File: src/acb_pkg.sv
// Constants shared by the converter configuration register bank.
package acb_pkg;

	// ------------------------------------------------------------------
	// Register addresses and widths
	// ------------------------------------------------------------------
	localparam int          ADDR_W        = 4;
	localparam int          DATA_W        = 16;
	localparam int          TRIM_W        = 3;
	localparam logic [3:0]  ADDR_MAIN_CFG = 4'h0;
	localparam logic [3:0]  ADDR_CM_TRIM  = 4'h1;

	// ------------------------------------------------------------------
	// Power-on reset values
	// ------------------------------------------------------------------
	localparam logic [15:0] MAIN_CFG_RST  = 16'h2000;
	localparam logic [15:0] CM_TRIM_RST   = 16'h2A00;
	localparam logic [15:0] READ_IDLE     = 16'h0000;
	localparam logic [2:0]  TRIM_DEFAULT  = 3'h0;

	// ------------------------------------------------------------------
	// Main configuration field positions
	// ------------------------------------------------------------------
	localparam int CAL_BIT        = 15;
	localparam int DDR_PHASE_BIT  = 14;
	localparam int SWING_BIT      = 13;
	localparam int PATTERN_BIT    = 12;
	localparam int SLEEP1_BIT     = 11;
	localparam int SLEEP2_BIT     = 10;
	localparam int RSVD_HI_BIT    = 9;
	localparam int SLOW_CLK_BIT   = 8;
	localparam int INTERLEAVE_BIT = 7;
	localparam int PICK_BIT       = 6;
	localparam int TIED_BIT       = 5;
	localparam int SIGNED_BIT     = 4;
	localparam int RSVD_LO_MSB    = 3;
	localparam int RSVD_LO_LSB    = 0;

	// ------------------------------------------------------------------
	// Common-mode register field positions
	// ------------------------------------------------------------------
	localparam int TRIM_MSB       = 7;
	localparam int TRIM_LSB       = 5;

endpackage

File: src/acb_reg16.sv
// One 16-bit configuration register with a power-on value.
`timescale 1ns/100ps
module acb_reg16
	import acb_pkg::*;
#(
	parameter logic [15:0] RESET_VALUE = 16'h0000
) (
	// Clock and reset.
	input  wire logic        clk_i,
	input  wire logic        rst_b_i,
	// Write port.
	input  wire logic        we_i,
	input  wire logic [15:0] wdata_i,
	// Stored word.
	output logic      [15:0] value_o
);

	// ------------------------------------------------------------------
	// Storage
	// ------------------------------------------------------------------

	// The word keeps its power-on value until software writes it.
	always_ff @(posedge clk_i or negedge rst_b_i) begin
		if (!rst_b_i) begin
			value_o <= RESET_VALUE;
		end else if (we_i) begin
			value_o <= wdata_i;
		end
	end

endmodule // acb_reg16

File: src/acb_cal_trig.sv
// Calibration request combiner and start pulse generator.
`timescale 1ns/100ps
module acb_cal_trig (
	// Clock and reset.
	input  wire logic clk_i,
	input  wire logic rst_b_i,
	// Request sources.
	input  wire logic reg_req_i,
	input  wire logic pin_req_i,
	// Start pulse and combined level.
	output logic      cal_start_o,
	output logic      cal_level_o
);

	// ------------------------------------------------------------------
	// Request combining
	// ------------------------------------------------------------------

	// Either source asks; a new start needs the OR to have been low first.
	wire logic req_any;
	wire logic req_rise;

	assign req_any  = reg_req_i | pin_req_i;
	assign req_rise = req_any & ~cal_level_o;

	// Holding a source high never retriggers, so the bit is not self-clearing.
	always_ff @(posedge clk_i or negedge rst_b_i) begin
		if (!rst_b_i) begin
			cal_level_o <= 1'b0;
			cal_start_o <= 1'b0;
		end else begin
			cal_level_o <= req_any;
			cal_start_o <= req_rise;
		end
	end

endmodule // acb_cal_trig

File: src/acb_config_bank.sv
// Configuration register bank of a dual-channel high-speed converter.
`timescale 1ns/100ps
module acb_config_bank
	import acb_pkg::*;
(
	// Clock and reset.
	input  wire logic        mclk_i,
	input  wire logic        rst_b_i,
	// Control mode and output arrangement.
	input  wire logic        extended_register_control_i,
	input  wire logic        demux_mode_i,
	// Decoded serial control port access.
	input  wire logic        wr_i,
	input  wire logic        rd_i,
	input  wire logic [3:0]  addr_i,
	input  wire logic [15:0] wdata_i,
	output logic      [15:0] rdata_o,
	output logic             rvalid_o,
	// Dedicated pins, always honoured.
	input  wire logic        cal_pin_i,
	input  wire logic        first_sleep_pin_i,
	input  wire logic        second_sleep_pin_i,
	// Pin settings used outside extended control mode.
	input  wire logic        pin_ddr_phase_i,
	input  wire logic        pin_swing_high_i,
	input  wire logic        pin_fixed_pattern_i,
	input  wire logic        pin_interleave_i,
	input  wire logic        pin_interleave_pick_i,
	// Calibration control.
	output logic             cal_start_o,
	output logic             cal_request_o,
	// Output stage settings.
	output logic             ddr_phase_choice_o,
	output logic             output_swing_high_o,
	output logic             fixed_pattern_output_o,
	output logic             signed_output_format_o,
	output logic [2:0]       output_common_mode_trim_o,
	// Channel and sampling settings.
	output logic             first_channel_sleep_o,
	output logic             second_channel_sleep_o,
	output logic             slow_sample_clock_select_o,
	output logic             interleave_enable_o,
	output logic             interleave_input_pick_o,
	output logic             interleave_inputs_tied_o,
	output logic             interleave_second_input_mode_o,
	output logic             interleave_tied_input_mode_o
);

	// ------------------------------------------------------------------
	// Reset release
	// ------------------------------------------------------------------

	// Assertion is immediate; release is retimed so no flop sees a runt.
	logic rst_meta_q;
	logic rst_sync_q;

	always_ff @(posedge mclk_i or negedge rst_b_i) begin
		if (!rst_b_i) begin
			rst_meta_q <= 1'b0;
			rst_sync_q <= 1'b0;
		end else begin
			rst_meta_q <= 1'b1;
			rst_sync_q <= rst_meta_q;
		end
	end

	// ------------------------------------------------------------------
	// Address decode
	// ------------------------------------------------------------------

	// One decoder serves both the write strobes and the read mux.
	function automatic logic addr_hit(input logic [3:0] a,
	                                  input logic [3:0] target);
		addr_hit = (a == target);
	endfunction

	wire logic        sel_main;
	wire logic        sel_trim;
	wire logic        we_main;
	wire logic        we_trim;
	wire logic [15:0] main_cfg;
	wire logic [15:0] cm_trim;

	assign sel_main = addr_hit(addr_i, ADDR_MAIN_CFG);
	assign sel_trim = addr_hit(addr_i, ADDR_CM_TRIM);
	assign we_main  = wr_i & sel_main;
	assign we_trim  = wr_i & sel_trim;

	// ------------------------------------------------------------------
	// Register storage
	// ------------------------------------------------------------------

	// Reserved bits are stored as written; software keeps them legal.
	acb_reg16 #(
		.RESET_VALUE (MAIN_CFG_RST)
	) u_main_cfg (
		.clk_i   (mclk_i),
		.rst_b_i (rst_sync_q),
		.we_i    (we_main),
		.wdata_i (wdata_i),
		.value_o (main_cfg)
	);

	acb_reg16 #(
		.RESET_VALUE (CM_TRIM_RST)
	) u_cm_trim (
		.clk_i   (mclk_i),
		.rst_b_i (rst_sync_q),
		.we_i    (we_trim),
		.wdata_i (wdata_i),
		.value_o (cm_trim)
	);

	// ------------------------------------------------------------------
	// Read port
	// ------------------------------------------------------------------

	// Unmapped addresses read as zero rather than aliasing a register.
	wire logic [15:0] rdata_d;

	assign rdata_d = sel_main ? main_cfg :
	                 sel_trim ? cm_trim  : READ_IDLE;

	// Read data is registered so it stays stable for the shift-out.
	always_ff @(posedge mclk_i or negedge rst_sync_q) begin
		if (!rst_sync_q) begin
			rdata_o  <= READ_IDLE;
			rvalid_o <= 1'b0;
		end else begin
			rvalid_o <= rd_i;
			if (rd_i) begin
				rdata_o <= rdata_d;
			end
		end
	end

	// ------------------------------------------------------------------
	// Field extraction
	// ------------------------------------------------------------------

	// Raw register fields, before the control mode selects a source.
	wire logic       reg_cal;
	wire logic       reg_phase;
	wire logic       reg_swing;
	wire logic       reg_pattern;
	wire logic       reg_sleep1;
	wire logic       reg_sleep2;
	wire logic       reg_slow_clk;
	wire logic       reg_interleave;
	wire logic       reg_pick;
	wire logic       reg_tied;
	wire logic       reg_signed;
	wire logic [2:0] reg_trim;

	assign reg_cal        = main_cfg[CAL_BIT];
	assign reg_phase      = main_cfg[DDR_PHASE_BIT];
	assign reg_swing      = main_cfg[SWING_BIT];
	assign reg_pattern    = main_cfg[PATTERN_BIT];
	assign reg_sleep1     = main_cfg[SLEEP1_BIT];
	assign reg_sleep2     = main_cfg[SLEEP2_BIT];
	assign reg_slow_clk   = main_cfg[SLOW_CLK_BIT];
	assign reg_interleave = main_cfg[INTERLEAVE_BIT];
	assign reg_pick       = main_cfg[PICK_BIT];
	assign reg_tied       = main_cfg[TIED_BIT];
	assign reg_signed     = main_cfg[SIGNED_BIT];
	assign reg_trim       = cm_trim[TRIM_MSB:TRIM_LSB];

	// ------------------------------------------------------------------
	// Source selection by control mode
	// ------------------------------------------------------------------

	// Outside extended mode the pins or fixed defaults decide and register fields are dead.
	wire logic       extended_register_control;
	wire logic       cal_reg_req;
	wire logic       eff_phase_sel;
	wire logic       eff_swing;
	wire logic       eff_pattern;
	wire logic       eff_interleave;
	wire logic       eff_pick_sel;
	wire logic       eff_tied_sel;
	wire logic       eff_signed;
	wire logic       eff_slow_clk;
	wire logic [2:0] eff_trim;

	assign extended_register_control            = extended_register_control_i;
	assign cal_reg_req    = extended_register_control & reg_cal;
	assign eff_phase_sel  = extended_register_control ? reg_phase : pin_ddr_phase_i;
	assign eff_swing      = extended_register_control ? reg_swing : pin_swing_high_i;
	assign eff_pattern    = extended_register_control ? reg_pattern : pin_fixed_pattern_i;
	assign eff_interleave = extended_register_control ? reg_interleave : pin_interleave_i;
	assign eff_pick_sel   = extended_register_control ? reg_pick : pin_interleave_pick_i;
	assign eff_tied_sel   = extended_register_control & reg_tied;
	assign eff_signed     = extended_register_control & reg_signed;
	assign eff_slow_clk   = extended_register_control & reg_slow_clk;
	assign eff_trim       = extended_register_control ? reg_trim : TRIM_DEFAULT;

	// ------------------------------------------------------------------
	// Derived modes
	// ------------------------------------------------------------------

	// Phase only matters for demuxed outputs; hold 0 degrees otherwise.
	wire logic phase_d;
	wire logic pick_d;
	wire logic tied_d;
	wire logic sleep1_d;
	wire logic sleep2_d;
	wire logic second_mode_d;
	wire logic tied_mode_d;

	assign phase_d  = demux_mode_i & eff_phase_sel;
	assign pick_d   = eff_interleave & eff_pick_sel;
	assign tied_d   = eff_interleave & eff_tied_sel;
	assign sleep1_d = (extended_register_control & reg_sleep1) | first_sleep_pin_i;
	assign sleep2_d = (extended_register_control & reg_sleep2) | second_sleep_pin_i;

	// Named mode flags; the tied flag expects the 101b pattern.
	assign second_mode_d = eff_interleave & pick_d & ~tied_d;
	assign tied_mode_d   = eff_interleave & ~pick_d & tied_d;

	// ------------------------------------------------------------------
	// Calibration request
	// ------------------------------------------------------------------

	// Register bit and pin merge into one start pulse.
	wire logic cal_start;
	wire logic cal_level;

	acb_cal_trig u_cal_trig (
		.clk_i       (mclk_i),
		.rst_b_i     (rst_sync_q),
		.reg_req_i   (cal_reg_req),
		.pin_req_i   (cal_pin_i),
		.cal_start_o (cal_start),
		.cal_level_o (cal_level)
	);

	// ------------------------------------------------------------------
	// Output registers
	// ------------------------------------------------------------------

	// Every output comes from a flop; settings act one edge after a write.
	always_ff @(posedge mclk_i or negedge rst_sync_q) begin
		if (!rst_sync_q) begin
			cal_start_o                    <= 1'b0;
			cal_request_o                  <= 1'b0;
			ddr_phase_choice_o             <= 1'b0;
			output_swing_high_o            <= 1'b1;
			fixed_pattern_output_o         <= 1'b0;
			signed_output_format_o         <= 1'b0;
			output_common_mode_trim_o      <= TRIM_DEFAULT;
			first_channel_sleep_o          <= 1'b0;
			second_channel_sleep_o         <= 1'b0;
			slow_sample_clock_select_o     <= 1'b0;
			interleave_enable_o            <= 1'b0;
			interleave_input_pick_o        <= 1'b0;
			interleave_inputs_tied_o       <= 1'b0;
			interleave_second_input_mode_o <= 1'b0;
			interleave_tied_input_mode_o   <= 1'b0;
		end else begin
			cal_start_o                    <= cal_start;
			cal_request_o                  <= cal_level;
			ddr_phase_choice_o             <= phase_d;
			output_swing_high_o            <= eff_swing;
			fixed_pattern_output_o         <= eff_pattern;
			signed_output_format_o         <= eff_signed;
			output_common_mode_trim_o      <= eff_trim;
			first_channel_sleep_o          <= sleep1_d;
			second_channel_sleep_o         <= sleep2_d;
			slow_sample_clock_select_o     <= eff_slow_clk;
			interleave_enable_o            <= eff_interleave;
			interleave_input_pick_o        <= pick_d;
			interleave_inputs_tied_o       <= tied_d;
			interleave_second_input_mode_o <= second_mode_d;
			interleave_tied_input_mode_o   <= tied_mode_d;
		end
	end

endmodule // acb_config_bank

File: config.mk
export PLATFORM = sky130hd
export DESIGN_NAME = acb_config_bank
export DESIGN_NICKNAME = d
export VERILOG_FILES = /design/src/acb_pkg.sv /design/src/acb_reg16.sv /design/src/acb_cal_trig.sv /design/src/acb_config_bank.sv
export SDC_FILE = /design/constraint.sdc
export NUM_CORES = 1
export LEC_CHECK = 0
export ABC_AREA = 0
export BUFFER_PORTS_ARGS = -buffer_cell sky130_fd_sc_hd__buf_2
export CORE_MARGIN = 2
export CORE_UTILIZATION = 30
export DETAILED_ROUTE_END_ITERATION = 8
export PLACE_DENSITY = 0.6
export SLEW_MARGIN = 10
export SYNTH_ARGS = -nofsm -noshare
export SYNTH_HDL_FRONTEND = slang
export SYNTH_SLANG_ARGS = --single-unit
File: constraint.sdc
create_clock -name mclk_i -period 5 [get_ports mclk_i]
set_input_delay 0.75 -clock mclk_i [delete_from_list [all_inputs] [get_ports mclk_i]]
set_output_delay 0.75 -clock mclk_i [all_outputs]
set_load 0.01 [all_outputs]
==> flow_summary.ini <==
[route]
detail-route-antenna-nets = 0
drt-vias-per-instance = 4.485
vias = 1646
drt-total-wl_um = 5507
drt_first_iter_violations = 56
post-route-drc-count = 0
drt-wirelength-per-cell_um = 15.01
detailedRoute.firstPassIterationCount = 4

[floorplan]
std_cell_rows = 34
pin_count = 68
floorplan.initialDensity_pct = 31.10
core_sq_um = 8806
dieHeight_um = 99.55
die_w_um = 99.55
fp.dieArea_sq_um = 9910

[synthesis]
synth_xor_xnor_area_share_pct = 0
syn_nets = 218
syn-mean-instance-area_sq_um = 14.89
synth.cells.most_frequent = 65 x dfrtp_1, 25 x mux2_2, 18 x mux2i_1, 17 x inv_1, 16 x o22ai_1
seq_area_frac_synth_pct = 64.18
ys_seq_elements = 70
synthMostInstantiatedCell = dfrtp_1
ys_top_cells_by_area = dfrtp_1 59%, mux2_2 10%, mux2i_1 6.6%, mux2_4 5.5%, dfstp_2 4.8%
ys_async_sr_fraction_pct = 100.0
synth_top_family_by_area = multiplexers
ys.warnings.count = 0
mux_share_of_post_synthesis_cell_area_pct = 22.34
synth_compound_gate_area_share_pct = 4.477
post_synth_and_or_nand_nor_area_fraction_pct = 3.792
ys.flop_type = dfrtp_1
synth_top_cell_by_area = dfrtp_1
post_synth_instance_area_sq_um = 2739
synthCells = 184
synthDominantCellAreaShare_pct = 59.39
netlist-cell-type-count = 22
synthesized_area_fraction_occupied_by_adder_cells_pct = 0
synth-edff-count = 0

[global_route]
grt_start_max_net_pins = 37
wire_length_of_the_first_global_routing_pass_um = 9218
top_usage_layer = met2
met2_track_demand_over_resource_in_global_routing_pct = 18.97
grt_usage_pct = 11.95
first_global_vias = 1851
met1_use_gr_pct = 15.27
use_met3_pct = 2.881
grt.overflow.total = 0
antenna_found_initial = 0

[placed_design]
io_buffer_count = 67
pre_cts_ws_ns = 2.410
gpl.final_weighted_congestion = 0.7432
place_area_sq_um = 3143
post-dp-hpwl_um = 3739

[clock_tree]
cts_max_path_buffers = 2
tritoncts = built
clkSinkCount = 70
post_cts.resized_instances = 0
post_cts_buffers = 0
clk_pin_slew_worst_paths_ns = 0.07
clkLatencyLatePin_ns = 0.34
cts-htree-levels = 3
post_cts_hold_buffer_count = 0
numCtsBuffers = 9
cts_root_buffer = clkbuf_8

[sta]
finalHoldViolations = 0
maxSlewHeadroom_pct = 32.44
total_negative_setup_slacks_ns = 0
fin_crit_sh_pct = 44.50
fmaxAchievable_mhz = 449.4
whs_ns = 0.1931
setup_viol_count_final = 0
finalCriticalPeriod_ns = 2.225
worstMarginPinSlew_ns = 1.013
fin_ws_ns = 2.775
final_max_slew_viol_count = 0
skew_ns = 0.01246
grt_setup_unrepaired = no

[final_layout]
fraction_of_layout_cells_with_a_size_suffix_above_1_pct = 47.49
fin_nets = 288
layout.cell_area.non_filler_sq_um = 3306
layout-area-overhead-vs-synth_pct = 20.69
antenna_cells_inserted = 0
final_core_utilization_pct = 37.54

[pwr]
p_per_area_nw_per_um2 = 388.6
vdd_ir_drop_max_uv = 109.0
p_leak_nw = 1.650

[setup_path]
critical-path-max-stage-delay_ns = 0.97
cp_max_fo = 18
crit_slowest_cell = and3b_1
data_arrival_critical_path_ns = 2.44
critical_path.endpoint_type = flop
critical-path-top-delay-family = simple AND/OR/NAND/NOR gates
timing.critical_path.required_ns = 5.21
setup.worst_path.class = in2reg
worstPathCellList = buf_2, and3b_1, mux2_2
critical_path.startpoint_type = input port
cp.buffers_inverters = 1

[status]
run_status = finished clean

[worst_hold_path]
hold_path_class = in2async

[run]
max_cap_violations = 0
## logic make-up after synthesis
kind of cell    count (synthesis)
compound gates                 19
flops                          70
buf+inv                        26
mux                            53
other cells                     1
simple gates                   15
## per-stage QoR
stage               total power (W)  cells
floorplan                 0.0008431    184
finish                     0.001285    367
global placement          0.0009064    351
detailed placement        0.0009145    351
CTS                        0.001306    367
global route               0.001364    367
## per-layer routing
metal	wire (um)	share of wire, %	vias up
li1	-	-	769
met2	2694	49	45
met4	70	1.3	0
met1	2476	45	826
met5	0	0	-
met3	265	4.8	6
## cell type report
type                            count  area (sq um)
Fill cell                         856          5500
Sequential cell                    70          1759
Multi-Input combinational cell     88         842.1
Timing Repair Buffer               68         342.8
Clock buffer                       14         152.6
Tap cell                          108         135.1
Inverter                           17         63.81
Clock inverter                      2         10.01
## final timing paths
kind,startpoint,endpoint,slack (ns),cells after the start
setup / recovery,addr_i[0],u_main_cfg.value_o[0],2.77,3
hold reg to reg,rst_sync_q,rdata_o[0],0.35,0
hold / removal,rst_b_i,rst_sync_q,0.19,1
min in group mclk_i,rst_meta_q,rst_sync_q,0.35,0
setup reg to reg,rst_sync_q,u_cm_trim.value_o[13],3.70,1
max in group asynchronous,rst_sync_q,u_cm_trim.value_o[13],3.70,1
## sequential cells by signal, summed over array words and instances (netlist names), 3 cells and up
signal / count
rdata_o: 16
u_cm_trim.value_o: 16
u_main_cfg.value_o: 16
output_common_mode_trim_o: 3
## power breakdown
| part | switching, W | total (W) | internal [W] |
|---|---|---|---|
| Clock | 0.000193 | 0.000386 | 0.000193 |
| Sequential | 0.0000510 | 0.000710 | 0.000659 |
| Combinational | 0.0000769 | 0.000189 | 0.000112 |
| Total | 0.000321 | 0.00128 | 0.000964 |
## cells in the final DEF, fill, tap and decap left out, types with 2 or more instances in the layout
cell and instances:
a21o_1 3, clkbuf_8 10, dfstp_2 5, nor2b_1 3, buf_2 67, clkinv_2 2, o22ai_1 16, mux2_4 10
dfrtp_1 64, mux2_2 25, mux2i_1 18, and2_1 5, clkbuf_1 4, inv_1 17
No activity file was read; power rests on OpenSTA's default activity.
